### config.mk
export PLATFORM = sky130hd
export DESIGN_NAME = hbc_bridge_ctrl
export DESIGN_NICKNAME = d
export VERILOG_FILES = /design/src/hbc_pkg.sv /design/src/hbc_timer.sv /design/src/hbc_edge.sv /design/src/hbc_bridge_ctrl.sv
export VERILOG_INCLUDE_DIRS = /design/src
export SDC_FILE = /design/constraint.sdc
export NUM_CORES = 1
export LEC_CHECK = 0
export BUFFER_PORTS_ARGS = -buffer_cell sky130_fd_sc_hd__buf_2
export CAP_MARGIN = 20
export CELL_PAD_IN_SITES_DETAIL_PLACEMENT = 1
export CELL_PAD_IN_SITES_GLOBAL_PLACEMENT = 2
export CORE_ASPECT_RATIO = 1.2
export CORE_MARGIN = 3
export CORE_UTILIZATION = 31
export DETAILED_ROUTE_END_ITERATION = 10
export PLACE_DENSITY = 0.85
export REMOVE_ABC_BUFFERS = 1
export SYNTH_ARGS = -nofsm -noshare
export SYNTH_HDL_FRONTEND = slang
export SYNTH_SLANG_ARGS = --single-unit
### constraint.sdc
create_clock -name MCLK_IN -period 3.8 [get_ports MCLK_IN]
set_input_delay 0 -clock MCLK_IN [delete_from_list [all_inputs] [get_ports MCLK_IN]]
set_output_delay 0 -clock MCLK_IN [all_outputs]
set_load 0.01 [all_outputs]
### src/hbc_map.svh
// How it works
// - Enabled, not disabled, fault-free: each bridge output follows its polarity input.
// - Undervoltage tri-states both outputs, pulls the flag low, recovers by itself.
// - Short circuit or overtemperature latches outputs off and the flag low.
// - Short latch clears only on disable falling, enable rising or reset.
// - Overtemperature latch clears on disable falling or enable rising; outputs resume.
// - Enable edge clears below shutdown; disable edge only below threshold minus hysteresis.
// - Power cycling (reset) clears every latched fault and releases the flag.
// - Reaching the current limit tri-states outputs for a fixed 20 us off-time.
// - Above 160 C the current limit threshold folds back to 4.2 A.
// - Slightly above 175 C the device latches an overtemperature shutdown.
// - Disable input high tri-states both outputs; other logic keeps running.
// - Enable input low tri-states outputs at once and selects sleep.
// - Every output transition starts blanking before a short may be declared.
`ifndef HBC_MAP_SVH
`define HBC_MAP_SVH

`define HBC_CLK_PERIOD_NS 100
`define HBC_OFF_TIME_NS 20000
`define HBC_BLANK_TIME_NS 4000
`define HBC_TIMER_W 12

`define HBC_ADDR_CTRL 8'h00
`define HBC_ADDR_STATUS 8'h04
`define HBC_ADDR_LIMIT_COUNT 8'h08

`define HBC_CTRL_RESET 32'h0000_0001
`define HBC_CTRL_LIMIT_EN 0
`define HBC_CTRL_SW_DIS 1

`define HBC_ST_UV 0
`define HBC_ST_SC 1
`define HBC_ST_OT 2
`define HBC_ST_LIMIT 3
`define HBC_ST_FOLD 4
`define HBC_ST_SLEEP 5
`define HBC_ST_DRIVE 6
`define HBC_ST_FLAG_PIN 7

`define HBC_COUNT_W 16

`endif

### src/hbc_pkg.sv
package hbc_pkg;

  typedef enum logic [1:0] {
    HBC_SLEEP,
    HBC_OFF,
    HBC_RUN,
    HBC_LIMIT
  } hbc_mode_e;

  typedef struct packed {
    logic valid;
    logic wr;
    logic [7:0] addr;
  } hbc_dphase_s;

  typedef struct packed {
    logic uv;
    logic sc;
    logic ot;
  } hbc_fault_s;

endpackage

### src/hbc_timer.sv
`timescale 1ns/100ps
`default_nettype none

// Load sets the count; busy stays high until the count reaches zero.
module hbc_timer #(
  parameter int W = 12
) (
  input wire logic clk_in,
  input wire logic rst_n_in,
  input wire logic load_in,
  input wire logic [W-1:0] len_in,
  output logic busy_out
);

  logic [W-1:0] cnt_q;

  always_ff @(posedge clk_in)
  begin
    if (!rst_n_in)
      cnt_q <= '0;
    else if (load_in)
      cnt_q <= len_in;
    else if (cnt_q != '0)
      cnt_q <= cnt_q - W'(1);
  end

  assign busy_out = (cnt_q != '0);

endmodule

`default_nettype wire

### src/hbc_edge.sv
`timescale 1ns/100ps
`default_nettype none

// One-cycle pulses on rising and falling edges of each input bit.
module hbc_edge #(
  parameter int W = 2
) (
  input wire logic clk_in,
  input wire logic rst_n_in,
  input wire logic [W-1:0] sig_in,
  output logic [W-1:0] rise_out,
  output logic [W-1:0] fall_out
);

  logic [W-1:0] prev_q;

  always_ff @(posedge clk_in)
  begin
    if (!rst_n_in)
      prev_q <= '0;
    else
      prev_q <= sig_in;
  end

  assign rise_out = sig_in & ~prev_q;
  assign fall_out = ~sig_in & prev_q;

endmodule

`default_nettype wire

### src/hbc_bridge_ctrl.sv
// Decided for this implementation: register access over AHB-Lite and the register offsets.
`timescale 1ns/100ps
`default_nettype none
`include "hbc_map.svh"

module hbc_bridge_ctrl
  import hbc_pkg::*;
#(
  parameter int OFF_TIME_CYC =
    (`HBC_OFF_TIME_NS + `HBC_CLK_PERIOD_NS - 1) / `HBC_CLK_PERIOD_NS,
  parameter int BLANK_TIME_CYC =
    (`HBC_BLANK_TIME_NS + `HBC_CLK_PERIOD_NS - 1) / `HBC_CLK_PERIOD_NS,
  parameter int TIMER_W = `HBC_TIMER_W
) (
  input wire logic MCLK_IN,
  input wire logic RESETN_IN,
  // Control pins from the microcontroller.
  input wire logic SLEEP_ENABLE_INPUT_IN,
  input wire logic OUTPUT_DISABLE_INPUT_IN,
  input wire logic POLARITY_INPUT_A_IN,
  input wire logic POLARITY_INPUT_B_IN,
  // Sense comparators of the power stage.
  input wire logic UNDERVOLTAGE_IN,
  input wire logic SHORT_DETECT_IN,
  input wire logic LIMIT_DETECT_IN,
  input wire logic TEMP_FOLDBACK_IN,
  input wire logic TEMP_SHUTDOWN_IN,
  input wire logic TEMP_HYST_CLEAR_IN,
  // Bridge outputs, open-drain fault flag, foldback select and sleep indication.
  output logic BRIDGE_OUTPUT_A_OUT,
  output logic BRIDGE_OUTPUT_A_OE_N_OUT,
  output logic BRIDGE_OUTPUT_B_OUT,
  output logic BRIDGE_OUTPUT_B_OE_N_OUT,
  input wire logic FAULT_FLAG_N_IN,
  output logic FAULT_FLAG_N_OUT,
  output logic FAULT_FLAG_N_OE_N_OUT,
  output logic LIMIT_FOLDBACK_OUT,
  output logic SLEEP_OUT,
  // AHB-Lite slave.
  input wire logic HSEL_IN,
  input wire logic [31:0] HADDR_IN,
  input wire logic [1:0] HTRANS_IN,
  input wire logic HWRITE_IN,
  input wire logic [2:0] HSIZE_IN,
  input wire logic [31:0] HWDATA_IN,
  input wire logic HREADY_IN,
  output logic [31:0] HRDATA_OUT,
  output logic HREADYOUT_OUT,
  output logic HRESP_OUT
);

  ////////////////////////////////////////////////////////////////////////////

  function automatic logic hit(input logic [7:0] a, input logic [7:0] r);
    hit = (a == r);
  endfunction

  localparam logic [TIMER_W-1:0] OFF_LEN = TIMER_W'(OFF_TIME_CYC - 1);
  localparam logic [TIMER_W-1:0] BLANK_LEN = TIMER_W'(BLANK_TIME_CYC);
  localparam logic [`HBC_COUNT_W-1:0] COUNT_MAX = '1;

  logic en;
  logic dis;
  logic [1:0] rise;
  logic [1:0] fall;
  logic en_rise;
  logic dis_fall;

  hbc_fault_s fault_q;
  hbc_fault_s fault_d;
  hbc_mode_e mode_q;
  hbc_mode_e mode_d;

  logic drive_q;
  logic drive_d;
  logic out_a_q;
  logic out_b_q;
  logic blank_busy;
  logic blank_load;
  logic off_busy;
  logic limit_hit;
  logic short_hit;
  logic sc_clear;
  logic ot_clear;
  logic flag_low_q;
  logic flag_low_d;
  logic fold_q;
  logic sleep_q;

  logic [31:0] ctrl_q;
  logic limit_en;
  logic sw_dis;
  logic [`HBC_COUNT_W-1:0] limit_cnt_q;
  logic [31:0] status;
  logic [31:0] rdata_q;
  hbc_dphase_s dph_q;
  logic accept;
  logic wr_ctrl;
  logic wr_count;

  assign en = SLEEP_ENABLE_INPUT_IN;
  assign dis = OUTPUT_DISABLE_INPUT_IN;
  assign limit_en = ctrl_q[`HBC_CTRL_LIMIT_EN];
  assign sw_dis = ctrl_q[`HBC_CTRL_SW_DIS];

  ////////////////////////////////////////////////////////////////////////////
  // Edges of the enable and disable inputs clear latched faults.

  hbc_edge #(
    .W(2)
  ) u_edge (
    .clk_in(MCLK_IN),
    .rst_n_in(RESETN_IN),
    .sig_in({en, dis}),
    .rise_out(rise),
    .fall_out(fall)
  );

  assign en_rise = rise[1];
  assign dis_fall = fall[0];

  assign sc_clear = en_rise | dis_fall;
  // The enable edge only needs the die below shutdown, the disable edge
  // needs it below shutdown minus hysteresis.
  assign ot_clear = (en_rise & !TEMP_SHUTDOWN_IN) |
                    (dis_fall & TEMP_HYST_CLEAR_IN);

  ////////////////////////////////////////////////////////////////////////////
  // Protection detectors.

  // A short is only believed once blanking after a transition has ended.
  assign short_hit = drive_q & !blank_busy & SHORT_DETECT_IN;
  assign limit_hit = (mode_q == HBC_RUN) & drive_q & limit_en &
                     !blank_busy & LIMIT_DETECT_IN;

  // A detection in the same cycle as a clearing edge wins.
  always_comb
  begin
    fault_d.uv = UNDERVOLTAGE_IN;
    if (short_hit)
      fault_d.sc = 1'b1;
    else if (sc_clear)
      fault_d.sc = 1'b0;
    else
      fault_d.sc = fault_q.sc;
    if (TEMP_SHUTDOWN_IN)
      fault_d.ot = 1'b1;
    else if (ot_clear)
      fault_d.ot = 1'b0;
    else
      fault_d.ot = fault_q.ot;
  end

  always_ff @(posedge MCLK_IN)
  begin
    if (!RESETN_IN)
      fault_q <= '0;
    else
      fault_q <= fault_d;
  end

  ////////////////////////////////////////////////////////////////////////////
  // Bridge mode.

  always_comb
  begin
    mode_d = mode_q;
    if (!en)
      mode_d = HBC_SLEEP;
    else if (dis | sw_dis | fault_d.uv | fault_d.sc | fault_d.ot)
      mode_d = HBC_OFF;
    else
    begin
      case (mode_q)
        HBC_RUN:
          if (limit_hit)
            mode_d = HBC_LIMIT;
        HBC_LIMIT:
          if (!off_busy)
            mode_d = HBC_RUN;
        default:
          mode_d = HBC_RUN;
      endcase
    end
  end

  always_ff @(posedge MCLK_IN)
  begin
    if (!RESETN_IN)
      mode_q <= HBC_SLEEP;
    else
      mode_q <= mode_d;
  end

  hbc_timer #(
    .W(TIMER_W)
  ) u_off_timer (
    .clk_in(MCLK_IN),
    .rst_n_in(RESETN_IN),
    .load_in(limit_hit),
    .len_in(OFF_LEN),
    .busy_out(off_busy)
  );

  ////////////////////////////////////////////////////////////////////////////
  // Output stage and blanking.

  assign drive_d = (mode_d == HBC_RUN);

  // Any change of driven level, or the switch from off to driving, restarts blanking.
  assign blank_load = drive_d & (!drive_q |
                      (POLARITY_INPUT_A_IN != out_a_q) |
                      (POLARITY_INPUT_B_IN != out_b_q));

  hbc_timer #(
    .W(TIMER_W)
  ) u_blank_timer (
    .clk_in(MCLK_IN),
    .rst_n_in(RESETN_IN),
    .load_in(blank_load),
    .len_in(BLANK_LEN),
    .busy_out(blank_busy)
  );

  always_ff @(posedge MCLK_IN)
  begin
    if (!RESETN_IN)
    begin
      drive_q <= 1'b0;
      out_a_q <= 1'b0;
      out_b_q <= 1'b0;
    end
    else
    begin
      drive_q <= drive_d;
      out_a_q <= POLARITY_INPUT_A_IN;
      out_b_q <= POLARITY_INPUT_B_IN;
    end
  end

  assign BRIDGE_OUTPUT_A_OUT = out_a_q;
  assign BRIDGE_OUTPUT_B_OUT = out_b_q;
  assign BRIDGE_OUTPUT_A_OE_N_OUT = !drive_q;
  assign BRIDGE_OUTPUT_B_OE_N_OUT = !drive_q;

  ////////////////////////////////////////////////////////////////////////////
  // Fault flag, foldback select and sleep indication.

  // Sleep overrides every other source and keeps the flag released.
  assign flag_low_d = en & (dis | fault_d.uv | fault_d.sc |
                            fault_d.ot);

  always_ff @(posedge MCLK_IN)
  begin
    if (!RESETN_IN)
      flag_low_q <= 1'b0;
    else
      flag_low_q <= flag_low_d;
  end

  assign FAULT_FLAG_N_OUT = 1'b0;
  assign FAULT_FLAG_N_OE_N_OUT = !flag_low_q;

  // The analog limit comparator takes the folded threshold when high.
  always_ff @(posedge MCLK_IN)
  begin
    if (!RESETN_IN)
    begin
      fold_q <= 1'b0;
      sleep_q <= 1'b1;
    end
    else
    begin
      fold_q <= TEMP_FOLDBACK_IN;
      sleep_q <= !en;
    end
  end

  assign LIMIT_FOLDBACK_OUT = fold_q;
  assign SLEEP_OUT = sleep_q;

  ////////////////////////////////////////////////////////////////////////////
  // Register file over AHB-Lite, zero wait states, always OKAY.

  assign accept = HSEL_IN & HTRANS_IN[1] & HREADY_IN;
  assign wr_ctrl = dph_q.valid & dph_q.wr &
                   hit(dph_q.addr, `HBC_ADDR_CTRL);
  assign wr_count = dph_q.valid & dph_q.wr &
                    hit(dph_q.addr, `HBC_ADDR_LIMIT_COUNT);

  always_comb
  begin
    status = '0;
    status[`HBC_ST_UV] = fault_q.uv;
    status[`HBC_ST_SC] = fault_q.sc;
    status[`HBC_ST_OT] = fault_q.ot;
    status[`HBC_ST_LIMIT] = (mode_q == HBC_LIMIT);
    status[`HBC_ST_FOLD] = fold_q;
    status[`HBC_ST_SLEEP] = sleep_q;
    status[`HBC_ST_DRIVE] = drive_q;
    status[`HBC_ST_FLAG_PIN] = FAULT_FLAG_N_IN;
  end

  always_ff @(posedge MCLK_IN)
  begin
    if (!RESETN_IN)
      dph_q <= '0;
    else
    begin
      dph_q.valid <= accept;
      dph_q.wr <= HWRITE_IN;
      dph_q.addr <= HADDR_IN[7:0];
    end
  end

  // Read data are sampled at the end of the address phase.
  always_ff @(posedge MCLK_IN)
  begin
    if (!RESETN_IN)
      rdata_q <= '0;
    else if (accept & !HWRITE_IN)
    begin
      if (hit(HADDR_IN[7:0], `HBC_ADDR_CTRL))
        rdata_q <= ctrl_q;
      else if (hit(HADDR_IN[7:0], `HBC_ADDR_STATUS))
        rdata_q <= status;
      else if (hit(HADDR_IN[7:0], `HBC_ADDR_LIMIT_COUNT))
        rdata_q <= {{(32 - `HBC_COUNT_W){1'b0}}, limit_cnt_q};
      else
        rdata_q <= '0;
    end
  end

  always_ff @(posedge MCLK_IN)
  begin
    if (!RESETN_IN)
      ctrl_q <= `HBC_CTRL_RESET;
    else if (wr_ctrl)
      ctrl_q <= {30'h0, HWDATA_IN[1:0]};
  end

  // Saturating count of off-time events; a clear in the same cycle as a new event leaves the count at 1.
  always_ff @(posedge MCLK_IN)
  begin
    if (!RESETN_IN)
      limit_cnt_q <= '0;
    else if (limit_hit)
    begin
      if (wr_count)
        limit_cnt_q <= `HBC_COUNT_W'(1);
      else if (limit_cnt_q != COUNT_MAX)
        limit_cnt_q <= limit_cnt_q + `HBC_COUNT_W'(1);
    end
    else if (wr_count)
      limit_cnt_q <= '0;
  end

  always_ff @(posedge MCLK_IN)
  begin
    if (!RESETN_IN)
    begin
      HREADYOUT_OUT <= 1'b0;
      HRESP_OUT <= 1'b0;
    end
    else
    begin
      HREADYOUT_OUT <= 1'b1;
      HRESP_OUT <= 1'b0;
    end
  end

  assign HRDATA_OUT = rdata_q;

endmodule

`default_nettype wire

==> impl_metrics.yaml, run 1 <==
status:
  status: "complete, no violations"
timing:
  maxSlewViolCount: 0
  setup_viol: 0
  rsz0062_at_grt: "no"
  min_period_over_period_pct: 68.9
  max_slew_margin_pct: 50.7
  fin_crit_ns: 2.62
  clock_skew_ns: 0.00472
  finalHoldViolCount: 0
  tns_ns: 0
  clock.fmax_ghz: 0.382
  finalWorstSetupSlack_ns: 1.18
  worst_pin_slew_ns: 0.732
power:
  switching_share_pct: 34.1
  p_sw_w: 0.00101
  p_clk_share_pct: 31.8
  combinationalPowerShare_pct: 30.1
  finalPower_w: 0.00297
  p_leak_nw: 1.79
  seqPwrFrac_pct: 38.1
  internal-power_w: 0.00196
  power.density_nw_per_um2: 656
  vdd_drop_max_uv: 329
synthesis:
  synth-seq-cells: 82
  syn_avg_cell_area_um2: 8.73
  yosys_warnings: 0
  synth_area_um2: 3690
  synthCells: 422
  synth_top_area_share_pct: 44.5
  synth_cell_type_count: 56
  yosysSeqAreaShare_pct: 44.5
  synth_common_cells: "dfxtp_1 (82), nor2_1 (56), a21oi_1 (31)"
  synth_top_area_cell: "dfxtp_1"
  synthFlopType: "dfxtp_1"
  yosysMostFrequentCell: "dfxtp_1"
  synth-async-reset-ratio_pct: 0
  yosys-top-cells-area: "dfxtp_1 (45%), nor2_1 (5.7%), a21oi_1 (4.2%)"
  synth_edf_count: 0
global_route:
  grt_overflow: 0
  antenna_found_initial: 0
  first_global_vias: 3360
  grt_pass1_wl_um: 16600
  grt_start_max_net_pins: 27
  grtUsageTotal_pct: 15.2
setup_path:
  cp-end-kind: "register"
  crit_path_max_fanout: 10
  critical_path_class: "reg2reg"
  worstSetupStartpointType: "register"
  critPathArrivalTime_ns: 2.82
  r2r_cells: 5
  crit_required_ns: 4.01
cells_and_area:
  area_growth_pct: 22.8
  fin_util_pct: 39.1
  fillers: 1371
  fin_nets: 578
  antennaDiodeCount: 0
  drive_gt1_share_pct: 15.8
die:
  ioPinCount: 127
  die_y_um: 125
  start_util_pct: 31.9
  die_area_um2: 13200
  rows: 43
  core_um2: 11600
  die_x_um: 106
route:
  drc: 0
  via_per_inst: 5.01
  dr.pass1.iters: 4
  drt_wl_total_um: 9650
  wl_per_cell_um: 14.8
  dr_total_vias: 3259
  drt_iter0_markers: 176
  postRouteAntennaNets: 0
clocking:
  clock_sinks: 82
  cts_buffer_depth: 2
  cts_root_buffer: "clkbuf_16"
  cts_tree: "done"
  clk_pin_slew_ns: 0.06
  h-tree-depth: 3
  numCtsBuffers: 9
  clk_latency_ns: 0.34
placed_design:
  io_buffers: 50
  gp_congestion: 0.790
  post-dp-hpwl_um: 6830
  post-place-ws_ns: 1.18
hold_path:
  holdPathStages: 1
  hp-class: "in2reg"
job:
  cap_violations: 0
## state kept, by name (all words and copies together) (netlist names)
name                 flops
u_off_timer.cnt_q       12
limit_cnt_q             16
BRIDGE_OUTPUT_B_OUT      1
flag_low_q               1
u_blank_timer.cnt_q     12
LIMIT_FOLDBACK_OUT       1
HRDATA_OUT              16
fault_q                  3
HREADYOUT_OUT            1
dph_q                   10
drive_q                  1
BRIDGE_OUTPUT_A_OUT      1
mode_q                   2
u_edge.prev_q            2
ctrl_q                   2
SLEEP_OUT                1
## layer usage
metal  global-route usage [%]  share of wire (%)  up-vias
met5                        0                  0        -
met4                     6.55                2.2        0
met3                     2.43                3.6       14
met2                     27.1                 52       71
met1                     18.0                 42     1568
li1                         -                  -     1606
## layout make-up
class                           instances  area [µm²]  area share, %
Sequential cell                        82        1640           36.3
Timing Repair Buffer                   72         465           10.3
Inverter                               13        48.8           1.08
Multi-Input combinational cell        310        1850           40.8
Clock buffer                           10         239           5.28
Tap cell                              157         196           4.34
Clock inverter                          6        90.1           1.99
## placed cells by master (no fill, tap or decap), drive strengths merged, types with 3 or more instances in the layout
cell / instances
o41ai: 3
and3: 3
clkinv: 4
clkbuf: 10
o211ai: 4
nor2: 56
dfxtp: 82
conb: 18
and4: 4
a21oi: 31
xor2: 3
and2: 17
xnor2: 9
nand3: 14
nor4: 9
or4: 7
dlygate4sd3: 20
nor3: 16
inv: 12
a31oi: 5
o21ai: 11
nand4: 7
ha: 5
o31ai: 4
nor2b: 5
a22oi: 13
mux2i: 7
nand2: 27
buf: 52
or3: 9
## path summary, 6_finish.rpt
| kind | slack, ns | to | startpoint |
|---|---|---|---|
| hold reg to reg | 0.49 | HRDATA_OUT[6]$_SDFFE_PN0P_ | HRDATA_OUT[6]$_SDFFE_PN0P_ |
| hold / removal | 0.01 | HREADYOUT_OUT$_DFF_P_ | RESETN_IN |
| setup / recovery | 1.18 | u_blank_timer.cnt_q[0]$_SDFFE_PP0P_ | u_off_timer.cnt_q[3]$_SDFFE_PP0N_ |
| setup reg to reg | 1.18 | u_blank_timer.cnt_q[0]$_SDFFE_PP0P_ | u_off_timer.cnt_q[3]$_SDFFE_PP0N_ |
## per-stage QoR
step	hold WS, ns	std cells	instance area [µm²]
after floorplan	0.0277	405	3540
after global placement	0.213	614	4000
after detailed placement	0.217	614	4000
after CTS	0.00781	650	4530
after global routing	0.0264	650	4530
final	0.0130	650	4530
## power groups by stage
stage               clock network, W  logic (W)  registers, W
floorplan                          0   0.000686       0.00112
global route                 0.00101    0.00102       0.00116
CTS                         0.000970   0.000902       0.00114
detailed placement                 0   0.000878       0.00115
global placement                   0   0.000837       0.00114
finish                      0.000945   0.000893       0.00113
## cells by family (layout without fill, tap and decap cells)
group	after synthesis	count (layout)	share of synthesized area, %
AOI/OAI and AO/OA	82	82	14.5
xor gates and xnor gates	12	12	2.85
adders and majority gates	5	5	1.70
buffers and inverters	47	101	7.09
DFF	82	82	44.5
muxes	8	8	2.21
other	1	18	0.102
and+or+nand+nor	185	185	27.0
## critical path, cell delays in order (launching register included)
cell and delay [ns]:
dfxtp_1 0.34, nor4_1 0.66, and4b_1 0.53, o221ai_1 0.32
o31ai_4 0.53, nor2_1 0.10
## timing repair
action | 4_1_cts | 5_1_grt
endpoints found under the hold margin | 20 | 0
resized for setup | 0 | 0
hold buffers | 20 | 0
setup buffers | 0 | 0
Note: power is estimated with default switching activity, not from simulation.
==> run 2: changes to the inputs <==
Settings changed: CORE_UTILIZATION 31 to 28, PLACE_DENSITY 0.85 to 0.78.
Clock period 3.8 ns to 2.7 ns, I/O delays scaled along.
==> run 2 against run 1 <==
Register-to-register slack worse by 0.72 ns. Largest cell class unchanged. Sequential share of layout area fell by 0.12 points. Largest power group unchanged. Critical path type is now in2reg. Die area up 10%. Sequential power is 41% higher. Hold slack gained 0.037 ns. Via count rose by 0.74%. Global-route usage shrank 1.7 points.
==> impl_metrics.yaml, run 2 (synthesized netlist as in run 1, its figures left out) <==
setup_path:
  critPathArrivalTime_ns: 2.73
  worstSetupStartpoint: "HADDR_IN[1]"
  worstSetupStartpointType: "input port"
  critical_path_class: "in2reg"
  r2r-start: "u_blank_timer.cnt_q[4]$_SDFFE_PP0P_"
  crit_required_ns: 2.97
  crit_path_max_fanout: 9
  cp-end-kind: "register"
  r2r_cells: 5
route:
  wl_per_cell_um: 14.9
  drt_iter0_markers: 99
  dr_total_vias: 3283
  via_per_inst: 4.94
  postRouteAntennaNets: 0
  drc: 0
  drt_wl_total_um: 9870
  dr.pass1.iters: 4
timing:
  maxSlewViolCount: 0
  fin_crit_ns: 2.46
  min_period_over_period_pct: 91.1
  finalHoldViolCount: 0
  worst_pin_slew_ns: 0.653
  setup_viol: 0
  clock.fmax_ghz: 0.407
  rsz0062_at_grt: "no"
  tns_ns: 0
  max_slew_margin_pct: 56.4
  clock_skew_ns: 0.00481
placed_design:
  post-dp-hpwl_um: 7120
  gp_congestion: 0.787
  io_buffers: 50
  dp.cells: 628
die:
  start_util_pct: 28.8
  rows: 45
  ioPinCount: 127
  die_y_um: 132
  die_x_um: 111
  die_area_um2: 14600
  core_um2: 12800
cells_and_area:
  most-common-layout-cells: "dfxtp_1 (82), nor2_1 (56), buf_2 (50), a21oi_1 (31), nand2_1 (27)"
  drive_gt1_share_pct: 16.8
  antennaDiodeCount: 0
  final_common_cell: "dfxtp_1"
  final_cells: 664
  area_growth_pct: 23.3
  fin_util_pct: 35.5
  fin_nets: 585
clocking:
  post_cts_buffers: 0
  h-tree-depth: 3
  clk_pin_slew_ns: 0.06
  clock_sinks: 82
  cts_root_buffer: "clkbuf_16"
  cts_buffer_depth: 2
  cts_hold_buf: 20
  cts_tree: "done"
  clk_latency_ns: 0.33
  cts_resized: 0
  numCtsBuffers: 9
global_route:
  grt_pass1_wl_um: 16500
  antenna_found_initial: 0
  grt_start_max_net_pins: 27
  grt_overflow: 0
  grtUsageTotal_pct: 13.6
  first_global_vias: 3479
job:
  cap_violations: 0
hold_path:
  holdPathStages: 5
  hp-class: "in2reg"
  min_from: "FAULT_FLAG_N_IN"
status:
  status: "complete, no violations"
power:
  vdd_drop_max_uv: 354
  p_leak_nw: 1.81
  power.density_nw_per_um2: 895
run 2: cell types whose count changed in the layout (fill, tap and decap cells not counted):
cell / delta
clkinv_4: -1
clkinv_2: +1
bufinv_16: -2
buf_4: +7
clkbuf_8: +1
clkbuf_1: +1
run 2: worst max-delay path, stage by stage:
cell and delay, ns:
dlygate4sd3_1 0.54, buf_2 0.13, or4_1 0.56, or4_1 0.62
nor3b_2 0.62, a22oi_1 0.15, nor2_1 0.11
run 2: per-stage QoR:
stage / hold slack (ns) / cell area (µm²) / total power (W) / setup slack [ns]
3_5_place_dp: 0.220 / 4060 / 0.00292 / 0.470
3_3_place_gp: 0.215 / 4060 / 0.00285 / 0.503
2_1_floorplan: 0.0277 / 3540 / 0.00254 / 0.497
5_1_grt: 0.0613 / 4540 / 0.00436 / 0.0555
4_1_cts: 0.0472 / 4540 / 0.00412 / 0.279
6_report: 0.0495 / 4540 / 0.00407 / 0.241
run 2: layer usage:
layer / wire length [µm] / vias up / GRT usage, %
met5: 0 / - / 0
li1: - / 1620 / -
met3: 313 / 12 / 2.72
met2: 5010 / 66 / 24.9
met4: 242 / 0 / 5.68
met1: 4300 / 1585 / 15.1
run 2: power breakdown:
part	internal [W]	switching (W)	total (W)	leakage, nW
registers	0.00140	0.000194	0.00159	0.671
clock network	0.000672	0.000484	0.00116	0.139
logic	0.000568	0.000749	0.00132	0.998
total	0.00264	0.00143	0.00407	1.81
run 2: worst paths after layout:
path,end,slack [ns]
hold / removal,HRDATA_OUT[7]$_SDFFE_PN0P_,0.05
hold reg to reg,HRDATA_OUT[7]$_SDFFE_PN0P_,0.48
setup reg to reg,limit_cnt_q[13]$_SDFFE_PN0P_,0.46
setup / recovery,HRDATA_OUT[8]$_SDFFE_PN0P_,0.24
run 2: final cells by class:
| cell class | instances | area, µm² |
|---|---|---|
| sequential | 82 | 1640 |
| multi-input combinational | 310 | 1850 |
| fill | 1521 | 8240 |
| clock inverter | 4 | 26.3 |
| timing repair buffer | 79 | 518 |
| inverter | 13 | 48.8 |
| tap | 164 | 205 |
| clock buffer | 12 | 256 |
